--- src/sps_defines.svh ---
// Notes on behaviour
// only low byte exists; high byte reads zero
// master samples at end when phase select set
// software keeps phase select clear as slave
// edge select picks transmit clock transition
// buffer full set when receive completes
// i2c-only status bits read zero here
// reading data buffer clears buffer full
`ifndef SPS_DEFINES_SVH
`define SPS_DEFINES_SVH
`define SPS_ADDR_STAT     4'h0
`define SPS_ADDR_BUF      4'h1
`define SPS_ADDR_IRQ_STAT 4'h2
`define SPS_ADDR_IRQ_EN   4'h3
`define SPS_ADDR_IRQ_CLR  4'h4
`define SPS_ADDR_CTRL     4'h5
`define SPS_BIT_SMP       7
`define SPS_BIT_CKE       6
`define SPS_BIT_BF        0
`define SPS_BIT_CPOL      1
`define SPS_BIT_MASTER    0
`define SPS_BIT_ENABLE    2
`define SPS_RESET_STAT    8'h00
`define SPS_DIV_HALF      8'h04
`endif

--- src/sps_pkg.sv ---
package sps_pkg;
    typedef enum logic [1:0] {
        SPS_IDLE  = 2'b00,
        SPS_LEAD  = 2'b01,
        SPS_TRAIL = 2'b10
    } sps_state_e;
endpackage : sps_pkg

--- src/sps_port.sv ---
// Chosen here: the address map and strobed register access.
`timescale 1ns/1ps
`default_nettype none
`include "sps_defines.svh"
module sps_port (
    input  wire logic        mclk,
    input  wire logic        rst,
    input  wire logic        ce,
    input  wire logic [3:0]  addr,
    input  wire logic [15:0] wdata,
    input  wire logic        wr,
    input  wire logic        rd,
    output logic      [15:0] rdata,
    output logic             irq,
    output logic             sck_o,
    output logic             sck_oe,
    input  wire logic        sck_i,
    output logic             sdo,
    input  wire logic        sdi,
    output logic             busy
);
    // ------------------------------------------------------------
    // synchronisers
    // ------------------------------------------------------------
    logic [1:0] sck_s_q, sdi_s_q;
    logic       sck_prev_q;
    always_ff @(posedge mclk or posedge rst) begin
        if (rst) begin
            sck_s_q    <= 2'h0;
            sdi_s_q    <= 2'h0;
            sck_prev_q <= 1'b0;
        end else if (ce) begin
            sck_s_q    <= {sck_s_q[0], sck_i};
            sdi_s_q    <= {sdi_s_q[0], sdi};
            sck_prev_q <= sck_s_q[1];
        end
    end

    // ------------------------------------------------------------
    // registers
    // ------------------------------------------------------------
    logic       smp_q, cke_q, bf_q, cpol_q, master_q, en_q;
    logic       irq_stat_q, irq_en_q;
    logic [7:0] buf_q, shift_q, div_q;
    logic [2:0] cnt_q;
    logic       done;
    sps_pkg::sps_state_e st_q;

    // software writable control; upper byte ignored
    always_ff @(posedge mclk or posedge rst) begin
        if (rst) begin
            smp_q    <= 1'b0;
            cke_q    <= 1'b0;
            cpol_q   <= 1'b0;
            master_q <= 1'b0;
            en_q     <= 1'b0;
            irq_en_q <= 1'b0;
        end else if (ce && wr) begin
            if (addr == `SPS_ADDR_STAT) begin
                smp_q <= wdata[`SPS_BIT_SMP];
                cke_q <= wdata[`SPS_BIT_CKE];
            end
            if (addr == `SPS_ADDR_CTRL) begin
                master_q <= wdata[`SPS_BIT_MASTER];
                cpol_q   <= wdata[`SPS_BIT_CPOL];
                en_q     <= wdata[`SPS_BIT_ENABLE];
            end
            if (addr == `SPS_ADDR_IRQ_EN)
                irq_en_q <= wdata[`SPS_BIT_BF];
        end
    end

    // buffer full: set wins over clear-by-read
    always_ff @(posedge mclk or posedge rst) begin
        if (rst) begin
            bf_q <= 1'b0;
        end else if (ce) begin
            if (done)
                bf_q <= 1'b1;
            else if (rd && addr == `SPS_ADDR_BUF)
                bf_q <= 1'b0;
        end
    end

    // sticky receive-done event, write-one clear
    always_ff @(posedge mclk or posedge rst) begin
        if (rst) begin
            irq_stat_q <= 1'b0;
        end else if (ce) begin
            if (done)
                irq_stat_q <= 1'b1;
            else if (wr && addr == `SPS_ADDR_IRQ_CLR
                     && wdata[`SPS_BIT_BF])
                irq_stat_q <= 1'b0;
        end
    end

    // ------------------------------------------------------------
    // shifter
    // ------------------------------------------------------------
    // lead edge: idle->active; trail edge: active->idle.
    // transmit on trail when cke set, else on lead (sample other).
    logic sck_act, lead_e, trail_e, tx_e, rx_e, tx_on_trail;
    logic [7:0] nxt_shift;
    assign sck_act     = sck_s_q[1] ^ cpol_q;
    assign lead_e      = !master_q && sck_act && !(sck_prev_q ^ cpol_q);
    assign trail_e     = !master_q && !sck_act && (sck_prev_q ^ cpol_q);
    assign tx_on_trail = cke_q;
    assign tx_e        = tx_on_trail ? trail_e : lead_e;
    assign rx_e        = tx_on_trail ? lead_e : trail_e;
    assign nxt_shift   = {shift_q[6:0], sdi_s_q[1]};

    // master: smp set samples at end of bit time, else middle.
    // a bit time runs from launch edge to launch edge, so its middle
    // and end move with cke; cke clear with end sampling needs one
    // extra idle half period after the last trail edge
    logic m_mid, m_end, m_samp, m_last, tail_q;
    assign m_mid  = (st_q == sps_pkg::SPS_LEAD) && div_q == 8'h00;
    assign m_end  = (st_q == sps_pkg::SPS_TRAIL) && div_q == 8'h00;
    assign m_samp = cke_q ? (smp_q ? m_end : m_mid)
                          : (smp_q ? m_mid && (cnt_q != 3'h0 || tail_q)
                                   : m_end);
    assign m_last = (cke_q || !smp_q) ? (m_end && cnt_q == 3'h7)
                                      : (m_mid && tail_q);
    // slave mode assumes smp_q is clear; it is not used there
    assign done   = master_q ? m_last
                             : (rx_e && cnt_q == 3'h7 && en_q);

    always_ff @(posedge mclk or posedge rst) begin
        if (rst) begin
            st_q    <= sps_pkg::SPS_IDLE;
            div_q   <= 8'h00;
            cnt_q   <= 3'h0;
            shift_q <= 8'h00;
            buf_q   <= 8'h00;
            sck_o   <= 1'b0;
            sdo     <= 1'b0;
            tail_q  <= 1'b0;
        end else if (ce) begin
            if (done)
                buf_q <= (master_q && !m_samp) ? shift_q : nxt_shift;
            if (wr && addr == `SPS_ADDR_BUF && en_q) begin
                shift_q <= wdata[7:0];
                sdo     <= wdata[7];
                tail_q  <= 1'b0;
                cnt_q   <= 3'h0;
                if (master_q) begin
                    st_q  <= sps_pkg::SPS_LEAD;
                    div_q <= `SPS_DIV_HALF;
                    sck_o <= cpol_q;
                end
            end else if (master_q) begin
                case (st_q)
                    sps_pkg::SPS_IDLE: begin
                        sck_o <= cpol_q;
                    end
                    sps_pkg::SPS_LEAD: begin
                        if (m_samp)
                            shift_q <= nxt_shift;
                        if (div_q == 8'h00) begin
                            div_q <= `SPS_DIV_HALF;
                            if (tail_q) begin
                                st_q   <= sps_pkg::SPS_IDLE;
                                tail_q <= 1'b0;
                            end else begin
                                st_q  <= sps_pkg::SPS_TRAIL;
                                sck_o <= ~cpol_q;
                                if (!cke_q)
                                    sdo <= m_samp ? nxt_shift[7]
                                                  : shift_q[7];
                            end
                        end else
                            div_q <= div_q - 8'h01;
                    end
                    sps_pkg::SPS_TRAIL: begin
                        if (m_samp)
                            shift_q <= nxt_shift;
                        if (div_q == 8'h00) begin
                            sck_o <= cpol_q;
                            div_q <= `SPS_DIV_HALF;
                            cnt_q <= cnt_q + 3'h1;
                            if (cke_q)
                                sdo <= m_samp ? nxt_shift[7]
                                              : shift_q[7];
                            if (cnt_q == 3'h7) begin
                                // end sampling with cke clear needs a tail
                                tail_q <= !cke_q && smp_q;
                                st_q   <= (!cke_q && smp_q)
                                          ? sps_pkg::SPS_LEAD
                                          : sps_pkg::SPS_IDLE;
                            end else
                                st_q <= sps_pkg::SPS_LEAD;
                        end else
                            div_q <= div_q - 8'h01;
                    end
                    default: st_q <= sps_pkg::SPS_IDLE;
                endcase
            end else begin
                if (rx_e && en_q) begin
                    shift_q <= nxt_shift;
                    cnt_q   <= cnt_q + 3'h1;
                end
                if (tx_e && en_q)
                    sdo <= shift_q[7];
            end
        end
    end

    // ------------------------------------------------------------
    // outputs and read port
    // ------------------------------------------------------------
    always_ff @(posedge mclk or posedge rst) begin
        if (rst) begin
            rdata  <= 16'h0000;
            irq    <= 1'b0;
            sck_oe <= 1'b0;
            busy   <= 1'b0;
        end else if (ce) begin
            irq    <= irq_stat_q & irq_en_q;
            sck_oe <= master_q & en_q;
            busy   <= st_q != sps_pkg::SPS_IDLE;
            rdata  <= 16'h0000;
            if (rd) begin
                case (addr)
                    // i2c-only bits 5..1 read as zero
                    `SPS_ADDR_STAT:     rdata <= {8'h00, smp_q, cke_q,
                                                  5'h00, bf_q};
                    `SPS_ADDR_BUF:      rdata <= {8'h00, buf_q};
                    `SPS_ADDR_IRQ_STAT: rdata <= {15'h0000, irq_stat_q};
                    `SPS_ADDR_IRQ_EN:   rdata <= {15'h0000, irq_en_q};
                    `SPS_ADDR_CTRL:     rdata <= {13'h0000, en_q, cpol_q,
                                                  master_q};
                    default:            rdata <= 16'h0000;
                endcase
            end
        end
    end
endmodule : sps_port
`default_nettype wire
--- config.mk ---
export PLATFORM = sky130hd
export DESIGN_NAME = sps_port
export DESIGN_NICKNAME = d
export VERILOG_FILES = /design/src/sps_pkg.sv /design/src/sps_port.sv
export VERILOG_INCLUDE_DIRS = /design/src
export SDC_FILE = /design/constraint.sdc
export NUM_CORES = 1
export LEC_CHECK = 0
export ABC_AREA = 1
export BUFFER_PORTS_ARGS = -buffer_cell sky130_fd_sc_hd__buf_2
export CAP_MARGIN = 10
export CORE_MARGIN = 4
export CORE_UTILIZATION = 57
export CTS_CLUSTER_SIZE = 20
export DETAILED_ROUTE_END_ITERATION = 16
export GPL_ROUTABILITY_DRIVEN = 0
export PLACE_DENSITY = 0.89
export SLEW_MARGIN = 15
export SYNTH_ARGS = -nofsm -noshare
export SYNTH_HDL_FRONTEND = slang
export SYNTH_SLANG_ARGS = --single-unit
--- constraint.sdc ---
create_clock -name mclk -period 2 [get_ports mclk]
set_input_delay 0.2 -clock mclk [delete_from_list [all_inputs] [get_ports mclk]]
set_output_delay 0.2 -clock mclk [all_outputs]
set_load 0.005 [all_outputs]
Word-level counts from Yosys, hierarchy flattened
Cells that the tools add are included.
{ "word_totals": {"out_inout_bits": 21, "ff_bits": 64, "wordCells": 170, "input_bits": 27} }
{ "op_classes": {"n_mux": 61, "addsub": 2, "n_reduce_logical": 56, "eq_ne": 23, "bitwise": 5} }
{ "op_table": {"columns": ["op", "n"], "rows": [
  ["$mux W8", 12],
  ["$pmux W8 S5", 1],
  ["$mux W1", 33],
  ["$logic_and A1 B1 Y1", 21],
  ["$ne A3 B1 Y1 const B", 6],
  ["$mux W3", 5],
  ["$mux W2", 6],
  ["$ne A4 B3 Y1 const B", 3],
  ["$reduce_and A2 Y1", 6],
  ["$reduce_and A6 Y1", 2],
  ["$reduce_bool A3 Y1", 4],
  ["$reduce_bool A2 Y1", 5],
  ["$eq A4 B2 Y1 const B", 2],
  ["$eq A4 B3 Y1 const B", 2],
  ["$logic_not A8 Y1", 1],
  ["$ne A4 B2 Y1 const B", 2],
  ["$reduce_and A4 Y1", 2],
  ["$reduce_and A8 Y1", 1],
  ["$sub A8 B1 Y8 const B", 1],
  ["$logic_not A1 Y1", 6],
  ["$ne A3 B2 Y1 const B", 2],
  ["$pmux W2 S3", 1],
  ["$reduce_and A5 Y1", 1],
  ["$eq A4 B1 Y1 const B", 1],
  ["17 further kinds", 21]
]} }

Logic depth before layout (Yosys ltp)
Gate-level depths: netlist (run 1).
{ "logic_depth": {"depth_word": 12, "mapped_depth": 14, "depth_no_buf": 13} }

Worst setup path before layout (run 1)
No wires, ideal clock.
{ "synth_path": {"kind": "register -> register", "start": "register div_q[0]", "end": "register shift_q[0]", "path_buffers": 1, "required_ps": 1877, "setup_time_ps": 123, "path_stages_with_launch": 15, "synth_period_minus_slack_ps": 1750, "arrival_time_ps": 1627, "slack_ps": 250, "path_cell_list": "dfrtp_1 inv_1 ha_1 nand3_2 nor2_4 nand2_1 nand2_1 nand3_2 nand2_4 nand2_2 nand2_4 nand2_4 buf_6 nand2_2 o21ai_2"} }
{ "synth_between": {"elab_chain_cells": 7, "elab_cells_between_ends": 9, "classes_between": "1 x eq/ne; 3 x mux; 5 x reduce/logical"} }
{ "synth_rtl": {"columns": ["item", "line", "text"], "rows": [
  ["from (decl)", "sps_port.sv:44", "logic [7:0] buf_q, shift_q, div_q;"],
  ["from (signal assigned)", "sps_port.sv:149", "div_q <= `SPS_DIV_HALF;"],
  ["from (signal assigned)", "sps_port.sv:161", "div_q <= `SPS_DIV_HALF;"],
  ["from (signal assigned)", "sps_port.sv:173", "div_q <= div_q - 8'h01;"],
  ["$logic_not A8 Y1 (*)", "sps_port.sv:118, sps_port.sv:119", null],
  ["$logic_and A1 B1 Y1", "sps_port.sv:118", "assign m_mid = (st_q == sps_pkg::SPS_LEAD) && div_q == 8'h00;"],
  ["$logic_and A1 B1 Y1", "sps_port.sv:121", ": (smp_q ? m_mid && (cnt_q != 3'h0 || tail_q)"],
  ["$mux W1", "sps_port.sv:121", null],
  ["$mux W1 (*)", "sps_port.sv:120", "assign m_samp = cke_q ? (smp_q ? m_end : m_mid)"],
  ["$ne A3 B1 Y1 (no source line) (*)", null, null],
  ["$reduce_and A4 Y1 (no source line) (*)", null, null],
  ["to (signal assigned)", "sps_port.sv:143", "shift_q <= wdata[7:0];"],
  ["to (signal assigned)", "sps_port.sv:159", "shift_q <= nxt_shift;"],
  ["to (signal assigned)", "sps_port.sv:177", "shift_q <= nxt_shift;"],
  ["to (decl)", "sps_port.sv:44", null]
]} }
Mark *: on every way between the ends. The rest lies on a longest branch, timed or not.
A chain may end at the register's enable or synchronous reset.

Final worst setup path (run 1)
{ "layout_path": {"start": "register div_q[1]", "end": "register shift_q[4]"} }
Same word-level chain as after synthesis.

==> metrics.yaml, run 1 <==
multiInputGateArea_um2: 1600
ant_nets: 0
status: "complete, no violations"
cp-end-kind: "register"
slowest_delay_ns: 0.41
fin_skew_ns: 0.00928
dr.pass1.iters: 5
power_frac_comb_pct: 38.8
fin_cells: 532
cp_slowest_cell: "dfrtp_1"
yosysWarnings: 0
cap_viol_max_count: 0
critPathBufInv: 1
grt.total_usage_pct: 21.0
via_count: 2864
final_core_util_pct: 64.9
cp_max_fo: 15
setup_slack_ns: 0.168
mostFrequentLayoutCell: "nand2_1"
layout_common_cells: "128 x nand2_1, 56 x dfrtp_1, 44 x inv_1"
drc: 0
dp_worst_setup_slack_ns: 0.0743
grt_pass1_wl_um: 12300
avgViaCountPerCell: 5.38
io_pins: 48
synth_edf_count: 0
grt-ovfl-total: 0
synthesis.area_um2: 3260
root_buffer: "clkbuf_8"
p_seq_share_pct: 44.2
arrival_ns: 2.05
rsz0062_at_grt: "false"
synth_cells: 424
finalCritPeriodShare_pct: 91.6
p_switching_mw: 1.51
core_area_um2: 5540
antennaDiodeCount: 0
finalSetupViolCount: 0
p_sw_share_pct: 40.4
powerDensity_nw_per_um2: 1040
ys.flop_type: "dfrtp_1"
antenna_found_initial: 0
grt_pass1_vias: 2695
hp-class: "primary input to register"
cts_buffer_depth: 2
syn2layout_area_growth_pct: 10.2
crit_required_ns: 2.21
cts_tree: "built"
h-tree-depth: 2
async_flop_share_pct: 100
io_buffers: 31
max_freq_mhz: 546
synth_seq_cells: 56
layout.nets: 493
p_int_mw: 2.22
dieWidth_um: 83.7
clkPwrFrac_pct: 17.0
clkTransAtPathRegs_ns: 0.10
die_h_um: 83.7
synth.distinct_cells: 39
syn_avg_cell_area_um2: 7.70
path_common_cell: "nand2_4"
setup_tns_ns: 0
hold_viol_final: 0
cts.sinks: 56
yosysSeqAreaShare_pct: 42.9
maxSlewViolCount: 0
peakVddDrop_mv: 0.507
final_layout_size_suffix_gt1_share_pct: 18.0
initial_core_util_pct: 58.9
fillers: 471
drtIter0Drc: 248
grt_max_degree: 40
dpl.cell_count: 523
clkLatencyLatePin_ns: 0.32
dieArea_um2: 7000
critPathKind: "register to register"
crit_path_start_kind: "register"
post_cts.repair.setup_buffers: 0
leakagePower_nw: 1.90
numCtsBuffers: 5
fin_crit_ns: 1.83
cp_cell_sequence: "inv_1 -> ha_4 -> nand3_2 -> nor2_4 -> nand3_1 -> nand2_1 -> nand2_2 -> nand2_4 -> nand2_2 -> nand2_4 -> nand2_4 -> nand2_1 -> o21ai_2"
wl_per_cell_um: 13.1
layout.area.seq_um2: 1400
cpLargestDelayFamily: "simple AND/OR/NAND/NOR gates"
num_rows: 27
drt-total-wl_um: 6980
post-dp-hpwl_um: 5220
==> per-layer routing <==
metal / GRT usage [%] / vias to the layer above / part of all wire (%)
li1: - / 1411 / -
met1: 28.2 / 1328 / 45
met2: 34.6 / 115 / 46
met3: 4.74 / 10 / 7.4
met4: 5.12 / 0 / 1.3
met5: 0 / - / 0
==> worst min-delay path, stage by stage <==
cell	delay [ns]
buf_2	0.08
nand2_1	0.05
nand2_1	0.06
==> area by class of cell <==
type	count	area share (%)
multi-input cells	308	44.5
flip-flops and latches	56	39.0
repair buffers	39	6.40
inverters	49	5.11
well taps	72	2.50
clock buffers	5	1.91
clock inverters	3	0.626
==> synthesized netlist by cell type (2+ instances only) <==
cell type / number / area, um^2
o21ai_2: 7 / 61.3
buf_6: 2 / 22.5
xor2_1: 4 / 35.0
nand2_1: 128 / 480
o21ai_0: 26 / 130
nand4_1: 2 / 12.5
nand2_4: 3 / 33.8
clkbuf_1: 5 / 18.8
nand3_1: 36 / 180
nand2_2: 7 / 43.8
dfrtp_1: 56 / 1400
nand3_2: 3 / 30.0
inv_1: 46 / 173
a22o_1: 3 / 26.3
buf_4: 8 / 60.1
a21oi_1: 14 / 70.1
o21ai_1: 12 / 60.1
inv_2: 2 / 7.51
ha_1: 7 / 87.6
nor2_4: 4 / 45.0
nor3_1: 2 / 10.0
nor2_1: 22 / 82.6
buf_2: 3 / 15.0
nor2_2: 4 / 25.0
o211ai_1: 2 / 15.0
o21bai_1: 2 / 15.0
o31ai_1: 2 / 15.0
==> registers in the layout, summed over array words and instances (netlist names), 2 cells and up <==
register  flops
div_q         8
sck_s_q       2
sdi_s_q       2
cnt_q         3
rdata         8
st_q          2
buf_q         8
shift_q       8
==> power groups by stage <==
stage	logic [mW]	clock network, mW	registers (mW)
2_1_floorplan	1.12	0	1.61
3_3_place_gp	1.33	0	1.65
3_5_place_dp	1.40	0	1.67
4_1_cts	1.42	0.647	1.64
5_1_grt	1.67	0.701	1.68
6_report	1.45	0.635	1.65
==> what timing repair did <==
action	CTS	global route
endpoints found under the hold margin	17	0
resized for setup	0	3
endpoints found under the setup margin	0	12
hold buffers	1	0
==> through the flow <==
stage	hold slack, ns	area (um^2)	total power, mW
floorplan	0.317	3290	2.74
global placement	0.210	3480	2.97
detailed placement	0.216	3480	3.06
CTS	0.0938	3580	3.71
global route	0.0982	3600	4.05
finish	0.0959	3600	3.73
==> final timing paths <==
check | end | slack (ns) | cells past startpoint | startpoint
hold reg to reg | rdata[2]$_DFFE_PP0P_ | 0.49 | 2 | rdata[2]$_DFFE_PP0P_
hold / removal | sdi_s_q[0]$_DFFE_PP0P_ | 0.1 | 3 | sdi
setup / recovery | shift_q[4]$_DFFE_PP0P_ | 0.17 | 13 | div_q[1]$_DFFE_PP0P_
max in group asynchronous | sdo$_DFFE_PP0P_ | 1.05 | 4 | rst
min in group asynchronous | div_q[5]$_DFFE_PP0P_ | 0.42 | 3 | rst
setup reg to reg | shift_q[4]$_DFFE_PP0P_ | 0.17 | 13 | div_q[1]$_DFFE_PP0P_
==> cell families (layout without fill, tap and decap cells) <==
kind of cell / count (synthesis) / count (layout) / synth area share [%]
other: 1 / 8 / 0.115
buffers and inverters: 67 / 96 / 9.20
flip-flops: 56 / 56 / 42.9
XOR/XNOR: 5 / 5 / 1.34
multiplexers: 1 / 1 / 0.345
AO/OA/AOI/OAI: 72 / 72 / 13.2
adder cells (fa/ha/maj): 7 / 7 / 2.68
AND/OR/NAND/NOR: 215 / 215 / 30.1
(Power assumes the default switching activity.)
==> run 2, diff against run 1 <==
- CORE_UTILIZATION: 57 -> 35
- PLACE_DENSITY: 0.89 -> 0.62
==> run 2 against run 1 <==
Core utilization decreased by 23 points; non-clock buffer count increased by 2; sequential share of layout area is 0.96 points lower; wire length is 6.0% higher; hold slack worse by 0.016 ns; first-iteration DRC count rose by 2.4%; combinational power about the same; cell count grew 7.1%; worst setup slack lost 0.0094 ns; sequential cell count unchanged; clock-buffer cell count increased by 1; die area rose by 56%.
==> metrics.yaml, run 2 (same netlist as run 1, synthesis figures left out) <==
status: "complete, no violations"
die_h_um: 105
crit_path_start_kind: "register"
cts_buffer_depth: 2
initial_core_util_pct: 36.7
fin_skew_ns: 0.0148
dieArea_um2: 10900
grt_pass1_vias: 2698
antenna_found_initial: 0
drt-total-wl_um: 7400
cp_max_fo: 6
final_core_util_pct: 41.5
numCtsBuffers: 5
finalSetupViolCount: 0
io_buffers: 31
ant_nets: 0
cp-end-kind: "register"
dpl.cell_count: 561
dieWidth_um: 105
hp-class: "primary input to register"
clkTransAtPathRegs_ns: 0.11
avgViaCountPerCell: 4.86
dr.pass1.iters: 4
max_freq_mhz: 543
layout.nets: 495
cts.sinks: 56
setup_tns_ns: 0
io_pins: 48
via_count: 2773
grt.total_usage_pct: 14.1
maxSlewViolCount: 0
clkLatencyLatePin_ns: 0.32
critPathKind: "register to register"
finalCritPeriodShare_pct: 92.1
max_slew.worst_pin.slew_ns: 0.510
crit_required_ns: 2.20
root_buffer: "clkbuf_8"
layout_common_cells: "128 x nand2_1, 56 x dfrtp_1, 44 x inv_1"
fin_cells: 570
dpl_cell_area_um2: 3540
core_area_um2: 8890
post-dp-hpwl_um: 5520
cap_viol_max_count: 0
powerDensity_nw_per_um2: 1050
antennaDiodeCount: 0
arrival_ns: 2.04
mostFrequentLayoutCell: "nand2_1"
h-tree-depth: 2
post_cts.repair.setup_buffers: 0
total_power_mw: 3.88
fin_crit_ns: 1.84
drtIter0Drc: 254
hold_viol_final: 0
grt_pass1_wl_um: 12800
num_rows: 34
grt-ovfl-total: 0
final_layout_size_suffix_gt1_share_pct: 18.4
maxSlewHeadroom_pct: 66.0
syn2layout_area_growth_pct: 13.0
setup_slack_ns: 0.158
leakagePower_nw: 1.92
grt_max_degree: 36
fin_area_um2: 3690
drc: 0
fillers: 916
peakVddDrop_mv: 0.457
wl_per_cell_um: 13.0
dp_worst_setup_slack_ns: 0.0809
cts_tree: "built"
whs_ns: 0.0796
[run 2: layer usage]
layer	GRT usage, %	vias to the layer above	part of all wire (%)
met5	0	-	0
met1	19.8	1277	49
met4	3.80	0	1.3
met2	22.0	65	45
li1	-	1424	-
met3	3.02	7	4.5
[run 2: where the power goes]
| group | switching [mW] | internal, mW |
|---|---|---|
| Sequential | 0.232 | 1.41 |
| Combinational | 0.886 | 0.573 |
| Clock | 0.392 | 0.379 |
[run 2: final cells by class]
cell class | count | area, um^2 | share of cell area [%]
clock buffer | 6 | 72.6 | 1.97
clock inverter | 2 | 38.8 | 1.05
inverter | 49 | 184 | 4.99
multi-input combinational | 308 | 1610 | 43.7
sequential | 56 | 1400 | 38.0
tap | 108 | 135 | 3.66
timing repair buffer | 41 | 245 | 6.65
[run 2: worst paths after layout]
check	startpoint	end	slack (ns)	cells after the start
max reg2reg	div_q[1]$_DFFE_PP0P_	sdo$_DFFE_PP0P_	0.16	11
min reg2reg	rdata[6]$_DFFE_PP0P_	rdata[6]$_DFFE_PP0P_	0.48	2
min	sdi	sdi_s_q[0]$_DFFE_PP0P_	0.08	3
max	div_q[1]$_DFFE_PP0P_	sdo$_DFFE_PP0P_	0.16	11
min in group asynchronous	rst	shift_q[6]$_DFFE_PP0P_	0.46	3
max in group asynchronous	rst	buf_q[0]$_DFFE_PP0P_	0.99	4
[run 2: worst max-delay path: stages (launching register included)]
cell     delay, ns
dfrtp_1       0.39
inv_1         0.08
ha_4          0.18
nand3_2       0.09
nor2_4        0.06
nor2_1        0.33
nand2_1       0.14
nand2_1       0.10
nand2_1       0.05
nand3_1       0.13
nor2b_1       0.14
a21oi_1       0.05
[run 2: what timing repair did]
item | in CTS | in global routing
endpoints found under the hold margin | 21 | 0
setup endpoints to repair | 0 | 18
resized for setup | 0 | 5
hold buffers | 1 | 0
